--- src/rtl/cfg_info_map.svh ---
`ifndef CFG_INFO_MAP_SVH
`define CFG_INFO_MAP_SVH
// Index pointer values for fuse and lock reads
`define CIR_IDX_LOW_FUSE 16'h0000
`define CIR_IDX_LOCK 16'h0001
`define CIR_IDX_EXT_FUSE 16'h0002
`define CIR_IDX_HIGH_FUSE 16'h0003
// Signature table byte addresses
`define CIR_TBL_SIG0 6'h00
`define CIR_TBL_FAST_CAL 6'h01
`define CIR_TBL_SIG1 6'h02
`define CIR_TBL_TEMP_A 6'h03
`define CIR_TBL_SIG2 6'h04
`define CIR_TBL_TEMP_B 6'h05
`define CIR_TBL_RSVD 6'h06
`define CIR_TBL_SLOW_CAL 6'h07
`define CIR_TBL_TS_GAIN 6'h2C
`define CIR_TBL_TS_OFFS 6'h2D
`define CIR_TBL_BYTES 7'h40
// Window lengths in CPU cycles
`define CIR_LOAD_WINDOW 2'h3
`define CIR_STORE_WINDOW 3'h4
// Flash and EEPROM geometry
`define CIR_FLASH_PAGES 8'h80
`define CIR_FLASH_PAGE_WORDS 6'h20
`define CIR_EE_PAGES 7'h40
`define CIR_EE_PAGE_BYTES 3'h4
// Reset values
`define CIR_BYTE_ERASED 8'hFF
`define CIR_BYTE_ZERO 8'h00
`define CIR_LOCK_UNUSED 2'h3
`endif

--- src/rtl/cir_pkg.sv ---
package cir_pkg;
  typedef enum logic [1:0] {CIR_IDLE, CIR_ARMED} cir_state_e;
  typedef struct packed {
    logic [7:0] sig0;
    logic [7:0] sig1;
    logic [7:0] sig2;
  } cir_sig_s;
  typedef struct packed {
    logic [6:0] page_select_bits;
    logic [4:0] word_in_page_bits;
  } cir_flash_addr_s;
  typedef struct packed {
    logic [5:0] page;
    logic [1:0] byte_sel;
  } cir_eeprom_addr_s;
endpackage

--- src/rtl/cir_unit.sv ---
// Functional notes
// - Core reads the signature table by byte; programmers use word addresses.
// - Bytes 0x00-0x07 hold signature, oscillator and temperature trims.
// - Sensor gain at 0x2C, offset at 0x2D; other words reserved.
// - Gain byte unsigned fixed point over 128; offset byte signed.
// - Three signature bytes readable externally even when locked.
// - During reset, oscillator trims load from stored calibration bytes.
// - Fuse and lock reads give zero programmed, one unprogrammed.
// - Load within three cycles after select returns fuse or lock data.
// - Selects auto-clear after read, three cycles without load, four without store; here the three-cycle timeout always clears them first.
// - Lock read at index 0x0001: boot locks 5..2, general locks 1..0.
// - Fuse reads at 0x0000 low, 0x0003 high, 0x0002 extended.
// - Signature read select plus enable, then load returns table byte.
// - Flash is 128 pages of 32 words, PC[4:0] word, PC[11:5] page.
// - EEPROM is 64 pages of 4 bytes, address[1:0] byte, [7:2] page.
`include "cfg_info_map.svh"
`timescale 1ns/100ps
`default_nettype none
module cir_unit (
  // Clock and reset
  input wire logic clk,
  input wire logic rst_b,
  // Control register write from the core
  input wire logic ctrl_wr,
  input wire logic fuse_lock_read_select,
  input wire logic signature_read_select,
  input wire logic self_program_enable,
  input wire logic program_memory_store_instr,
  // Load instruction request
  input wire logic load_req,
  input wire logic [15:0] index_ptr,
  input wire logic [7:0] flash_rdata,
  // Stored nonvolatile contents (0 = programmed)
  input wire logic [7:0] low_fuse_byte,
  input wire logic [7:0] high_fuse_byte,
  input wire logic [7:0] extended_fuse_byte,
  input wire logic [5:0] lock_bits,
  input wire logic [7:0] tbl_fast_cal,
  input wire logic [7:0] tbl_slow_cal,
  input wire logic [7:0] tbl_temp_a,
  input wire logic [7:0] tbl_temp_b,
  input wire logic [7:0] tbl_ts_gain,
  input wire logic [7:0] tbl_ts_offs,
  input wire cir_pkg::cir_sig_s sig_bytes,
  // External programmer word read
  input wire logic [5:0] ext_word_addr,
  // Results
  output logic [7:0] load_data,
  output logic load_valid,
  output logic [15:0] ext_word_data,
  output logic [7:0] fast_osc_trim,
  output logic [7:0] slow_osc_trim,
  output logic [7:0] fast_osc_temp_trim_a,
  output logic [7:0] fast_osc_temp_trim_b,
  output logic sel_fuse_lock,
  output logic sel_sig,
  output logic spm_enable,
  // Geometry split of addresses
  input wire logic [11:0] pc_addr,
  input wire logic [7:0] eeprom_addr,
  output cir_pkg::cir_flash_addr_s flash_addr,
  output cir_pkg::cir_eeprom_addr_s ee_addr
);
  // Select state
  cir_pkg::cir_state_e state_q, state_d;
  logic fl_q, fl_d;
  logic sg_q, sg_d;
  logic en_q, en_d;
  logic [2:0] cnt_q, cnt_d;
  // Load result
  logic [7:0] ld_q, ld_d;
  logic lv_q, lv_d;
  // Programmer word view
  logic [15:0] ew_q, ew_d;
  logic [5:0] ew_even, ew_odd;
  // Oscillator and temperature trims
  logic [7:0] f0_q, f0_d;
  logic [7:0] f1_q, f1_d;
  logic [7:0] ta_q, ta_d;
  logic [7:0] tb_q, tb_d;
  // Address split
  cir_pkg::cir_flash_addr_s fa_q, fa_d;
  cir_pkg::cir_eeprom_addr_s ea_q, ea_d;
  // Decode helpers
  logic win_open;
  logic [7:0] fl_byte;

  // Byte-addressed table lookup for the core
  // Reserved and unmapped bytes read as erased, like blank flash
  function automatic logic [7:0] tbl_byte(input logic [5:0] a);
    logic [7:0] r;
    r = `CIR_BYTE_ERASED;
    if (a == `CIR_TBL_SIG0) begin
      r = sig_bytes.sig0;
    end else if (a == `CIR_TBL_FAST_CAL) begin
      r = tbl_fast_cal;
    end else if (a == `CIR_TBL_SIG1) begin
      r = sig_bytes.sig1;
    end else if (a == `CIR_TBL_TEMP_A) begin
      r = tbl_temp_a;
    end else if (a == `CIR_TBL_SIG2) begin
      r = sig_bytes.sig2;
    end else if (a == `CIR_TBL_TEMP_B) begin
      r = tbl_temp_b;
    end else if (a == `CIR_TBL_SLOW_CAL) begin
      r = tbl_slow_cal;
    end else if (a == `CIR_TBL_TS_GAIN) begin
      r = tbl_ts_gain;
    end else if (a == `CIR_TBL_TS_OFFS) begin
      r = tbl_ts_offs;
    end
    return r;
  endfunction

  // Special load window: armed cycles 0 to 2 only
  // A load after that is an ordinary flash read
  always_comb begin
    win_open = (state_q == cir_pkg::CIR_ARMED) && (cnt_q < 3'(`CIR_LOAD_WINDOW));
  end

  // lock layout
  // Stored bits pass unchanged, so a programmed bit reads zero
  always_comb begin
    fl_byte = `CIR_BYTE_ERASED;
    if (index_ptr == `CIR_IDX_LOCK) begin
      fl_byte = {`CIR_LOCK_UNUSED, lock_bits};
    end else if (index_ptr == `CIR_IDX_HIGH_FUSE) begin
      fl_byte = high_fuse_byte;
    end else if (index_ptr == `CIR_IDX_EXT_FUSE) begin
      fl_byte = extended_fuse_byte;
    end else if (index_ptr == `CIR_IDX_LOW_FUSE) begin
      fl_byte = low_fuse_byte;
    end
  end

  // Select state: armed by a control write, cleared by use or timeout
  always_comb begin
    state_d = state_q;
    fl_d = fl_q;
    sg_d = sg_q;
    en_d = en_q;
    cnt_d = cnt_q;
    case (state_q)
      cir_pkg::CIR_IDLE: begin
        // A write without enable or without a select is ignored
        if (ctrl_wr && self_program_enable
            && (fuse_lock_read_select || signature_read_select)) begin
          state_d = cir_pkg::CIR_ARMED;
          fl_d = fuse_lock_read_select;
          // Fuse and lock read wins when firmware sets both selects
          sg_d = signature_read_select && !fuse_lock_read_select;
          en_d = 1'b1;
          cnt_d = 3'h0;
        end
      end
      cir_pkg::CIR_ARMED: begin
        cnt_d = cnt_q + 3'h1;
        // auto clear
        // Store timeout kept for completeness; the shorter load timeout fires first
        if ((load_req && win_open)
            || cnt_q + 3'h1 >= 3'(`CIR_LOAD_WINDOW)
            || (cnt_q + 3'h1 >= `CIR_STORE_WINDOW && !program_memory_store_instr)) begin
          state_d = cir_pkg::CIR_IDLE;
          fl_d = 1'b0;
          sg_d = 1'b0;
          en_d = 1'b0;
        end
      end
      default: begin
        state_d = cir_pkg::CIR_IDLE;
      end
    endcase
  end

  // Load result: one-cycle valid pulse, data held until the next load
  always_comb begin
    ld_d = ld_q;
    lv_d = 1'b0;
    if (load_req && win_open) begin
      lv_d = 1'b1;
      if (sg_q) begin
        ld_d = tbl_byte(index_ptr[5:0]);
      end else begin
        ld_d = fl_byte;
      end
    end else if (load_req) begin
      ld_d = flash_rdata;
      lv_d = 1'b1;
    end
  end

  // word view for programmers, readable regardless of lock
  always_comb begin
    ew_even = {ext_word_addr[4:0], 1'b0};
    ew_odd = {ext_word_addr[4:0], 1'b1};
    // Word n pairs byte 2n low with byte 2n+1 high
    ew_d = {tbl_byte(ew_odd), tbl_byte(ew_even)};
    // Words past the table read as erased
    if (ext_word_addr[5]) begin
      ew_d = {`CIR_BYTE_ERASED, `CIR_BYTE_ERASED};
    end
  end

  // trims track stored bytes while held in reset
  // Copy runs on every clock edge while in reset, so even a one-cycle reset loads the trims
  always_comb begin
    f0_d = f0_q;
    f1_d = f1_q;
    ta_d = ta_q;
    tb_d = tb_q;
    if (!rst_b) begin
      f0_d = tbl_fast_cal;
      f1_d = tbl_slow_cal;
      ta_d = tbl_temp_a;
      tb_d = tbl_temp_b;
    end
  end

  // address split
  // Registered so both split addresses come straight from flip-flops
  always_comb begin
    fa_d = cir_pkg::cir_flash_addr_s'(pc_addr);
    ea_d = cir_pkg::cir_eeprom_addr_s'(eeprom_addr);
  end

  // Control group
  always_ff @(posedge clk) begin
    if (!rst_b) begin
      state_q <= cir_pkg::CIR_IDLE;
      fl_q <= 1'b0;
      sg_q <= 1'b0;
      en_q <= 1'b0;
      cnt_q <= 3'h0;
    end else begin
      state_q <= state_d;
      fl_q <= fl_d;
      sg_q <= sg_d;
      en_q <= en_d;
      cnt_q <= cnt_d;
    end
  end

  // Load result group
  always_ff @(posedge clk) begin
    if (!rst_b) begin
      ld_q <= `CIR_BYTE_ZERO;
      lv_q <= 1'b0;
    end else begin
      ld_q <= ld_d;
      lv_q <= lv_d;
    end
  end

  // Programmer word view
  always_ff @(posedge clk) begin
    if (!rst_b) begin
      ew_q <= {`CIR_BYTE_ZERO, `CIR_BYTE_ZERO};
    end else begin
      ew_q <= ew_d;
    end
  end

  // Trims have no reset branch: reset is exactly when they must load
  always_ff @(posedge clk) begin
    f0_q <= f0_d;
    f1_q <= f1_d;
    ta_q <= ta_d;
    tb_q <= tb_d;
  end

  // Address split group
  always_ff @(posedge clk) begin
    if (!rst_b) begin
      fa_q <= '0;
      ea_q <= '0;
    end else begin
      fa_q <= fa_d;
      ea_q <= ea_d;
    end
  end

  // Every output is a register copy
  assign load_data = ld_q;
  assign load_valid = lv_q;
  assign ext_word_data = ew_q;
  assign fast_osc_trim = f0_q;
  assign slow_osc_trim = f1_q;
  assign fast_osc_temp_trim_a = ta_q;
  assign fast_osc_temp_trim_b = tb_q;
  assign sel_fuse_lock = fl_q;
  assign sel_sig = sg_q;
  assign spm_enable = en_q;
  assign flash_addr = fa_q;
  assign ee_addr = ea_q;
endmodule
`default_nettype wire

--- config.mk ---
export PLATFORM = sky130hd
export DESIGN_NAME = cir_unit
export DESIGN_NICKNAME = d
export VERILOG_FILES = /design/src/rtl/cir_pkg.sv /design/src/rtl/cir_unit.sv
export VERILOG_INCLUDE_DIRS = /design/src /design/src/rtl
export SDC_FILE = /design/constraint.sdc
export NUM_CORES = 1
export LEC_CHECK = 0
export BUFFER_PORTS_ARGS = -buffer_cell sky130_fd_sc_hd__buf_2
export CAP_MARGIN = 10
export CORE_ASPECT_RATIO = 1.4
export CORE_UTILIZATION = 40
export CTS_CLUSTER_SIZE = 40
export DETAILED_ROUTE_END_ITERATION = 7
export GPL_TIMING_DRIVEN = 1
export HOLD_SLACK_MARGIN = 0.02
export PLACE_DENSITY_LB_ADDON = 0.3
export SYNTH_ARGS = -nofsm -noshare
export SYNTH_HDL_FRONTEND = slang
export SYNTH_SLANG_ARGS = --single-unit
--- constraint.sdc ---
create_clock -name clk -period 5.45 [get_ports clk]
set_clock_uncertainty 0.1 [all_clocks]
set_input_delay 1.09 -clock clk [delete_from_list [all_inputs] [get_ports clk]]
set_output_delay 1.09 -clock clk [all_outputs]
set_load 0.01 [all_outputs]
* Yosys cells after proc, flatten, opt, wreduce, memory -nomap -nowiden
Index checks and enable logic that the tools add are counted.
Word-level totals: bits in registers 85, bits of input ports 160, logic and storage cells 98
Operators by class: $add $sub $neg 1, order comparisons 3, equality and inequality tests 18, mux-type cells 40, reduce and logical (&&, ||, !) cells 20
Operators by type and width (number):
- 2-to-1 mux 8 bit | 25
- equality test 16 x 2 -> 1 bit (second input constant) | 2
- equality test 6 x 3 -> 1 bit (second input constant) | 3
- equality test 16 x 1 -> 1 bit (second input constant) | 1
- zero test 16 bit | 1
- 2-to-1 mux 16 bit | 1
- equality test 6 x 2 -> 1 bit (second input constant) | 2
- equality test 6 bit (second input constant) | 2
- equality test 5 x 2 -> 1 bit (second input constant) | 2
- equality test 6 x 1 -> 1 bit (second input constant) | 1
- logical AND 1 bit | 6
- zero test 6 bit | 1
- 2-to-1 mux 1 bit | 6
- one-hot mux 1 bit (2 select lines) | 3
- one-hot mux 3 bit (2 select lines) | 1
- equality test 5 x 1 -> 1 bit (second input constant) | 1
- equality test 5 bit (second input constant) | 1
- zero test 5 bit | 1
- 2-to-1 mux 2 bit | 2
- one-hot mux 2 bit (2 select lines) | 1
- AND reduction 2 bit | 2
- nonzero test 2 bit | 2
- adder 3 x 1 -> 3 bit (second input constant) | 1
- greater-or-equal comparator 3 x 2 -> 1 bit (second input constant) | 1
- other kinds (10) | 13

* Longest topological paths before layout
Gate-level depths: netlist of the first run.
depth after elaboration 12, mapped depth 7, depth with buffers taken out 7

* Least setup slack after synthesis of the first run
Ideal clock, no wire load.
path type input to register, start in rst_b, end reg ta_q[0], in the netlist fast_osc_temp_trim_a[0] (enable), library setup time 0.409 ns, data arrival time 2.284 ns, slack 2.657 ns, stages on the path 2, cells stage by stage inv_1 > clkbuf_1
RTL lines:
- start: declaration | line cir_unit.sv:22 | input wire logic rst_b,
- end signal: assignment | line cir_unit.sv:267 | ta_q <= ta_d;
- end: declaration | line cir_unit.sv:79 | logic [7:0] ta_q, ta_d;
No word-level cell between the ends.

* Final worst setup path of the first run
start in index_ptr[0], end reg ld_q[1], in the netlist load_data[1]
Between the ends: cells in the longest elaborated chain, start to end 12, elaborated cells on any way between the ends 28, classes of those cells eq/ne (11); mux (15); reduce/logical (2)
RTL lines:
- start: declaration | line cir_unit.sv:31 | input wire logic [15:0] index_ptr,
- equality test 6 bit (no line)
- 2-to-1 mux 8 bit | line cir_unit.sv:109 | end else if (a == `CIR_TBL_TS_OFFS) begin
- 2-to-1 mux 8 bit | line cir_unit.sv:107 | end else if (a == `CIR_TBL_TS_GAIN) begin
- 2-to-1 mux 8 bit | line cir_unit.sv:105 | end else if (a == `CIR_TBL_SLOW_CAL) begin
- 2-to-1 mux 8 bit | line cir_unit.sv:103 | end else if (a == `CIR_TBL_TEMP_B) begin
- 2-to-1 mux 8 bit | line cir_unit.sv:101 | end else if (a == `CIR_TBL_SIG2) begin
- 2-to-1 mux 8 bit | line cir_unit.sv:99 | end else if (a == `CIR_TBL_TEMP_A) begin
- 2-to-1 mux 8 bit | line cir_unit.sv:97 | end else if (a == `CIR_TBL_SIG1) begin
- 2-to-1 mux 8 bit | line cir_unit.sv:95 | end else if (a == `CIR_TBL_FAST_CAL) begin
- 2-to-1 mux 8 bit | line cir_unit.sv:93 | if (a == `CIR_TBL_SIG0) begin
- 2-to-1 mux 8 bit * | line cir_unit.sv:181 | if (sg_q) begin
- 2-to-1 mux 8 bit * | line cir_unit.sv:179 | if (load_req && win_open) begin
- end signal: assignment | line cir_unit.sv:246 | ld_q <= `CIR_BYTE_ZERO;
- end signal: assignment | line cir_unit.sv:249 | ld_q <= ld_d;
- end: declaration | line cir_unit.sv:71 | logic [7:0] ld_q, ld_d;
Every way passes the cells marked *; elsewhere a longest branch is shown, timed or not. A chain may end at the register's enable or synchronous reset.

==> qor.yml, run 1 <==
clock_tree:
  cts_hold_buf: 0
  cts.repair.resized: 0
  clk_path_buf_depth: 2
  insertion_delay_ns: 0.34
  cts-root-buf: "clkbuf_16"
  tritoncts: "built"
  cts.sinks: 83
  cts.clk_slew.worst_paths_ns: 0.06
  post_cts_buffers: 0
  cts_buffers: 9
  ctsHtreeMaxLevel: 3
yosys:
  synth-seq-cells: 83
  syn-num-nets: 615
  yosysSeqAreaShare_pct: 44.90
  synthArstFlopShare_pct: 0
  syn_inst: 453
  synth_cell_types: 61
  ys.warnings.count: 0
  synth.cell_area_sq_mm: 0.004414
  synth_ff_type: "dfxtp_1"
  synth_edf_count: 32
  avgSynthCellArea_sq_um: 9.744
global_route:
  antenna_found_initial: 1
  grt_pass1_vias: 4487
  grt_pass1_wl_microns: 22090
  grt_usage_pct: 24.59
  grt_max_degree: 55
  grt_overflow: 0
pwr:
  ir_drop_v: 0.0001720
  powerDensity_mw_per_mm2: 278.3
  p_leak_uw: 0.002703
sta:
  grt_setup_unrepaired: "no"
  min_period_over_period_pct: 55.71
  final_max_slew_viol_count: 0
  final_hold_viol_count: 0
  period_minus_slack_ns: 3.036
  relSlewSlack_pct: 28.13
  tightest_slew_ns: 1.076
  tns_ns: 0
  timing.fmax_mhz: 329.4
  setup_viol: 0
drt:
  wire_per_inst_microns: 17.23
  vias: 4642
  drt-pass1-iter-count: 7
  drc: 0
  drt_iter0_drc: 304
  wl_microns: 14130
  ant_nets: 0
  avgViaCountPerCell: 5.661
worst_setup_path:
  cp.required_ns: 5.58
  cp_slowest_cell: "buf_2"
  worstPathMaxFanout: 29
  start_kind: "primary input"
  crit_arrival_ns: 3.17
  crit_chain: "buf_2 -> buf_4 -> or3_1 -> nand2_4 -> nor4_1 -> o211ai_1 -> a32o_1"
  critPathKind: "in -> reg"
  slowest_delay_ns: 0.50
  end_kind: "register"
placed_design:
  portBuffers: 238
  place.gp.congestion: 0.8820
  dpl-instance-area_sq_mm: 0.005605
  hpwl_microns: 10840
cells_and_area:
  final_cell_area_sq_mm: 0.005937
  synthToLayoutAreaGrowth_pct: 34.50
  fillers: 1023
  drive_above_1_share_pct: 42.04
  final_common_cell: "buf_2"
  num-nets-final: 835
  layout_common_cells: "238 x buf_2, 51 x dfxtp_1, 42 x nor2_1"
die:
  core_area_sq_mm: 0.01081
  die_w_microns: 90.79
  die-area_sq_mm: 0.01147
  io_pins: 240
  die_h_microns: 126.3
  rows: 45
  initial_utilization_pct: 40.83
min_path:
  hp-class: "reg -> reg"
run:
  drv_cap: 0
outcome:
  outcome: "complete, no violations"
## cell families after synthesis
kind of cell / share of synthesized area (%)
buf+inv: 5.442
xor+xnor: 0.1984
simple gates: 20.86
flops: 44.90
mux: 5.952
compound gates: 22.08
fa+ha+maj: 0.5668
## synth_stat cells (5+ instances only)
master	count	area share, %
nor2_1	42	3.6
mux2i_1	15	3.4
a32oi_1	6	1.2
nor2b_1	11	1.6
buf_2	8	0.91
inv_1	13	1.1
and2_1	21	3.0
buf_4	7	1.2
mux2_2	6	1.5
clkbuf_1	10	0.85
nand2_1	20	1.7
dfxtp_1	51	23
o22a_1	6	1.2
a21oi_1	31	3.5
edfxtp_1	32	22
o22ai_1	24	3.4
or3_1	9	1.3
and3_1	6	0.85
o21ai_0	13	1.5
o221ai_1	12	2.4
nor4_1	9	1.3
a32o_1	6	1.4
buf_6	5	1.3
nand3_1	9	1.0
o211ai_1	10	1.7
## cell type report
class,count,area (sq um),share of cell area (%)
clock buffers,11,264.0,4.447
flip-flops and latches,83,1982,33.38
diodes,1,2.502,0.04215
inverters,13,48.80,0.8219
well taps,141,176.4,2.972
repair buffers,240,1206,20.32
multi-input cells,326,2192,36.92
clock inverters,5,65.06,1.096
## sequential cells by signal, indices dropped and copies added, names as in the netlist
register              flops
fast_osc_temp_trim_b      8
ee_addr                   8
load_data                 8
cnt_q                     3
sel_fuse_lock             1
fast_osc_temp_trim_a      8
fast_osc_trim             8
sel_sig                   1
slow_osc_trim             8
ext_word_data            16
spm_enable                1
load_valid                1
flash_addr               12
## layer usage
metal  global-route usage, %  vias to the layer above  part of all wire, %
met4                   11.76                        0                  2.9
met1                   28.17                     2164                   39
met3                   5.576                       39                  7.6
met2                   43.18                      263                   51
met5                       0                        -                    0
li1                        -                     2176                    -
## per-stage QoR
stage / std cells / util [%] / setup WS (ns) / power (uW) / hold slack [ns]
2_1_floorplan: 453 / - / 2.657 / 875.7 / 0.3767
3_3_place_gp: 803 / 51.85 / 2.134 / 1004 / 0.3822
3_5_place_dp: 803 / 51.85 / 2.084 / 1011 / 0.3927
4_1_cts: 819 / 54.90 / 2.420 / 1663 / 0.4097
5_1_grt: 820 / 54.92 / 2.279 / 1722 / 0.4644
6_report: 820 / 54.92 / 2.414 / 1652 / 0.4055
## power by group
part | switching (uW) | internal [uW]
Combinational | 160 | 127
Clock | 253 | 400
Sequential | 20.7 | 691
Total | 434 | 1220
## final timing paths
check / from / to / slack [ns] / depth (start not counted)
worst max-delay path: index_ptr[0] / load_data[1] / 2.41 / 7
worst min-delay path: sel_fuse_lock / sel_fuse_lock / 0.41 / 2
worst max register to register: spm_enable / load_data[7] / 3.24 / 5
worst min register to register: sel_fuse_lock / sel_fuse_lock / 0.41 / 2
## worst max-delay path: cells and delay by family
kind            cells  cell delay (ns)
compound gates      2             0.43
buf+inv             2             0.93
simple gates        3             0.71
No activity file was read; power rests on OpenSTA's default activity.
==> inputs of run 2 (changes only) <==
- clock period: 5.45 -> 2.55 ns (I/O delays scaled with it)
==> qor.yml, run 2 (same netlist as run 1, synthesis figures left out) <==
die:
  die_w_microns: 90.79  # unchanged
  initial_utilization_pct: 40.83  # unchanged
  die_h_microns: 126.3  # unchanged
  rows: 45  # unchanged
  die-area_sq_mm: 0.01147  # unchanged
  io_pins: 240  # unchanged
  core_area_sq_mm: 0.01081  # unchanged
clock_tree:
  ctsHtreeMaxLevel: 3  # unchanged
  cts.repair.resized: 0  # unchanged
  insertion_delay_ns: 0.34  # about the same
  cts.sinks: 83  # unchanged
  post_cts_buffers: 0  # unchanged
  cts.clk_slew.worst_paths_ns: 0.06  # about the same
  clk_path_buf_depth: 2  # unchanged
  cts_buffers: 9  # unchanged
  cts-root-buf: "clkbuf_16"
  cts_hold_buf: 0  # unchanged
  tritoncts: "built"
worst_setup_path:
  end_kind: "register"
  r2r-end: "sel_fuse_lock"
  critPathKind: "in -> reg"
  slowest_delay_ns: 0.32  # -0.18 ns
  crit_arrival_ns: 2.10  # -1.07 ns
  rr_startpoint: "cnt_q[0]"
  critPathTopFamily: "compound AO/OA/AOI/OAI gates"
  r2r_setup_slack_ns: 0.60  # -2.64 ns
  cp_slowest_cell: "buf_2"
  crit_buf_inv: 2  # unchanged
  r2r_cells: 7  # +2
  worstPathMaxFanout: 17  # -41%
  crit_chain: "buf_2 -> buf_4 -> nand4_2 -> o22ai_1 -> o211ai_1 -> a32o_1"
  cp.required_ns: 2.68  # -2.90 ns
  start_kind: "primary input"
min_path:
  hp-start: "pc_addr[10]"
  whs_path_depth: 2  # unchanged
  hp-class: "in -> reg"
  hold_end: "flash_addr[10]"
sta:
  tns_ns: 0  # unchanged
  grt_setup_unrepaired: "no"
  tightest_slew_ns: 0.6752  # -0.4013 ns
  final_hold_viol_count: 0  # unchanged
  min_period_over_period_pct: 77.35
  period_minus_slack_ns: 1.972
  timing.fmax_mhz: 507.0
  relSlewSlack_pct: 54.88  # +27 points
  final_max_slew_viol_count: 0  # unchanged
  hold_slack_ns: 0.2727  # -0.1328 ns
  post-route-worst-setup-slack_ns: 0.5777  # -1.836 ns
  setup_viol: 0  # unchanged
drt:
  wire_per_inst_microns: 17.61  # +2.2%
  drt_iter0_drc: 328  # +7.9%
  drc: 0  # unchanged
  vias: 4696  # +1.2%
  drt-pass1-iter-count: 5  # -2
  wl_microns: 14690  # +3.9%
  ant_nets: 0  # unchanged
  avgViaCountPerCell: 5.631  # -0.53%
cells_and_area:
  num_antenna_cells: 0  # -1
  final_common_cell: "buf_2"
  synthToLayoutAreaGrowth_pct: 36.71
  postLayoutCoreUtil_pct: 55.82  # +0.90 points
  drive_above_1_share_pct: 43.29  # +1.3 points
  layout_common_cells: "238 x buf_2, 51 x dfxtp_1, 42 x nor2_1"
  largest_register_ffs: 16  # unchanged
  num-nets-final: 850  # +1.8%
pwr:
  powerDensity_mw_per_mm2: 578.1  # +110%
  p_leak_uw: 0.002772  # +2.5%
  ir_drop_v: 0.0003120  # +81%
run:
  drv_cap: 0  # unchanged
placed_design:
  post-place-ws_ns: 0.2555  # -1.829 ns
  portBuffers: 238  # unchanged
  place.gp.congestion: 0.8188  # -7.2%
  hpwl_microns: 11340  # +4.6%
global_route:
  antenna_found_initial: 0  # -1
  grt_pass1_vias: 4530  # +0.96%
  grt_max_degree: 49  # -11%
  grt_overflow: 0  # unchanged
  grt_pass1_wl_microns: 22540  # +2.0%
  grt_usage_pct: 25.21  # +0.61 points
outcome:
  outcome: "complete, no violations"
## run 2: cell types whose count changed in the layout (fill, tap and decap cells not counted)
cell	before	now
clkbuf_16	10	9
buf_12	0	1
inv_4	0	2
clkbuf_2	0	1
inv_6	2	0
buf_4	2	16
diode_2	1	0
## run 2: worst register-to-register path, cell delays in order (launching register included)
cell	delay, ns
dfxtp_1	0.45
inv_1	0.07
ha_1	0.30
nor2_1	0.05
nor4b_1	0.44
a21oi_1	0.20
mux2i_1	0.18
nor2_1	0.06
## run 2: final cells by class
type	count	area, sq um
sequential	83	1982
clock buffer	11	244.0
tap	141	176.4
inverter	13	48.80
timing repair buffer	255	1331
fill	1020	4776
clock inverter	5	60.06
multi-input combinational	326	2192
## run 2: worst max-delay path by stage
stage                            start                 endpoint  slack (ns)  cells after the start
after floorplan                  rst_b  fast_osc_temp_trim_a[0]        0.34                      2
after detailed placement  index_ptr[5]             load_data[4]        0.26                      7
after global routing      index_ptr[5]             load_data[3]        0.43                      6
after global placement    index_ptr[5]             load_data[4]        0.30                      7
after CTS                     cnt_q[0]            sel_fuse_lock        0.59                      7
final                     index_ptr[0]             load_data[0]        0.58                      6
## run 2: layer usage
layer	up-vias	track usage, %	share of wire, %	wire, microns
li1	2200	-	-	-
met1	2193	28.92	38	5545
met2	262	44.65	51	7462
met3	41	4.556	7.6	1118
met4	0	12.89	3.8	561
met5	-	0	0	0
## run 2: metrics by stage
| stage | std cells | instance area [sq um] | total power [uW] |
|---|---|---|---|
| CTS | 834 | 6035 | 3506 |
| floorplan | 453 | 4414 | 1872 |
| detailed placement | 818 | 5731 | 2184 |
| global placement | 818 | 5731 | 2169 |
| finish | 834 | 6035 | 3488 |
| global route | 834 | 6035 | 3627 |
## run 2: power breakdown
group          internal [uW]  switching [uW]
clock network            794             534
logic                    288             351
registers               1480            44.5
==> inputs of run 3 (changes only) <==
- clock period: 2.55 -> 2 ns (I/O delays scaled with it)
==> qor.yml, run 3 (same netlist as run 1, synthesis figures left out) <==
outcome:
  outcome: "complete, no violations"
clock_tree:
  cts.sinks: 83  # unchanged
  cts-root-buf: "clkbuf_16"
  insertion_delay_ns: 0.34  # about the same
  tritoncts: "built"
  cts_buffers: 9  # unchanged
  cts_hold_buf: 0  # unchanged
  post_cts_buffers: 0  # unchanged
  clk_path_buf_depth: 2  # unchanged
  ctsHtreeMaxLevel: 3  # unchanged
  cts.clk_slew.worst_paths_ns: 0.06  # about the same
drt:
  wl_met2_microns: 7381  # -1.1%
  avgViaCountPerCell: 5.667  # +0.65%
  wl_microns: 14640  # -0.29%
  dr.max_layer_used: "met4"
  drt-pass1-iter-count: 5  # unchanged
  wire_per_inst_microns: 17.29  # -1.8%
  met3_wirelength_microns: 1208  # +8.1%
  vias: 4800  # +2.2%
  ant_nets: 0  # unchanged
  drt_iter0_drc: 415  # +27%
  drc: 0  # unchanged
  drt-met1-wl_microns: 5424  # -2.2%
min_path:
  hp-class: "in -> reg"
global_route:
  grt_pass1_vias: 4650  # +2.6%
  grt_pass1_wl_microns: 23060  # +2.3%
  grt_overflow: 0  # unchanged
  grt_usage_pct: 25.80  # +0.59 points
  grt_max_degree: 27  # -45%
  antenna_found_initial: 0  # unchanged
placed_design:
  place.gp.congestion: 0.9135  # +12%
  dpl-instance-area_sq_mm: 0.005891  # +2.8%
  hpwl_microns: 11520  # +1.6%
  post-place-ws_ns: -0.06968  # -0.3252 ns
  portBuffers: 238  # unchanged
die:
  initial_utilization_pct: 40.83  # unchanged
  core_area_sq_mm: 0.01081  # unchanged
  io_pins: 240  # unchanged
  die-area_sq_mm: 0.01147  # unchanged
  rows: 45  # unchanged
  die_h_microns: 126.3  # unchanged
  die_w_microns: 90.79  # unchanged
worst_setup_path:
  cp.required_ns: 2.12  # -0.56 ns
  start_kind: "register"
  crit_chain: "inv_1 -> ha_1 -> nor2_1 -> nor4b_2 -> a21oi_1 -> mux2i_1 -> nor2_1"
  end_kind: "register"
  critPathKind: "reg -> reg"
  crit_arrival_ns: 1.93  # -0.17 ns
  slowest_delay_ns: 0.46  # +0.14 ns
  cp_slowest_cell: "dfxtp_1"
  cp_common_cell: "nor2_1"
  worstPathMaxFanout: 7  # -10
  critPathTopFamily: "flip-flops"
  crit_buf_inv: 1  # -1
sta:
  post-route-worst-setup-slack_ns: 0.1957  # -0.3820 ns
  relSlewSlack_pct: 60.24  # +5.4 points
  grt_setup_unrepaired: "no"
  tns_ns: 0  # unchanged
  min_period_over_period_pct: 90.22
  setup_viol: 0  # unchanged
  final_max_slew_viol_count: 0  # unchanged
  timing.fmax_mhz: 554.2
  final_hold_viol_count: 0  # unchanged
  tightest_slew_ns: 0.5958  # -0.07940 ns
  hold_slack_ns: 0.1631  # -0.1095 ns
  period_minus_slack_ns: 1.804
cells_and_area:
  fillers: 1020  # unchanged
  num_antenna_cells: 0  # unchanged
  synthToLayoutAreaGrowth_pct: 40.28
  num-nets-final: 863  # +1.5%
  largest_register_ffs: 16  # unchanged
  final_cell_area_sq_mm: 0.006192  # +2.6%
  final_common_cell: "buf_2"
  layout_common_cells: "238 x buf_2, 51 x dfxtp_1, 42 x nor2_1"
  drive_above_1_share_pct: 44.19  # +0.90 points
pwr:
  powerDensity_mw_per_mm2: 713.1  # +23%
  ir_drop_v: 0.0006276  # +100%
  p_leak_uw: 0.002841  # +2.5%
run:
  drv_cap: 0  # unchanged
[run 3: changes by cell type in the layout (fill, tap and decap cells not counted)]
| cell | delta |
|---|---|
| buf_4 | +8 |
| buf_12 | +5 |
| clkinvlp_4 | +2 |
| inv_4 | -2 |
| clkbuf_1 | +1 |
| clkbuf_2 | -1 |
| clkbuf_8 | -1 |
| clkinv_1 | +1 |
| nor4b_1 | -1 |
| nor4b_2 | +1 |
[run 3: timing repair]
item,4_1_cts,5_1_grt
resized for setup,0,1
endpoints found under the setup margin,0,2
endpoints found under the hold margin,0,0
[run 3: final timing paths]
kind | endpoint | depth (start not counted) | from | slack [ns]
max | sel_sig | 7 | cnt_q[0] | 0.20
min | flash_addr[3] | 2 | pc_addr[3] | 0.16
max reg2reg | sel_sig | 7 | cnt_q[0] | 0.20
min reg2reg | sel_fuse_lock | 2 | sel_fuse_lock | 0.40
[run 3: where the power goes]
| group | total [uW] | switching, uW | leakage (uW) | internal, uW |
|---|---|---|---|---|
| registers | 1930 | 46.1 | 0.000738 | 1880 |
| logic | 860 | 463 | 0.00197 | 396 |
| clock network | 1630 | 660 | 0.000136 | 966 |
| total | 4420 | 1170 | 0.00284 | 3250 |
[run 3: final cells by class]
| type | instances | area [sq um] | area share (%) |
|---|---|---|---|
| repair buffers | 268 | 1491 | 24.09 |
| well taps | 141 | 176.4 | 2.849 |
| inverters | 13 | 48.80 | 0.7880 |
| clock buffers | 10 | 229.0 | 3.698 |
| multi-input cells | 326 | 2198 | 35.50 |
| clock inverters | 6 | 66.31 | 1.071 |
| flip-flops and latches | 83 | 1982 | 32.01 |
[run 3: routing by layer]
layer / vias to the layer above / global-route usage (%)
li1: 2221 / -
met1: 2240 / 29.01
met2: 292 / 44.61
met3: 47 / 5.755
met4: 0 / 15.22
met5: - / 0
[run 3: per-stage QoR]
stage / power (uW) / instances / utilization, %
floorplan: 2386 / 453 / -
global placement: 2798 / 831 / 54.49
detailed placement: 2817 / 831 / 54.49
CTS: 4437 / 847 / 57.22
global route: 4602 / 847 / 57.28
finish: 4415 / 847 / 57.28
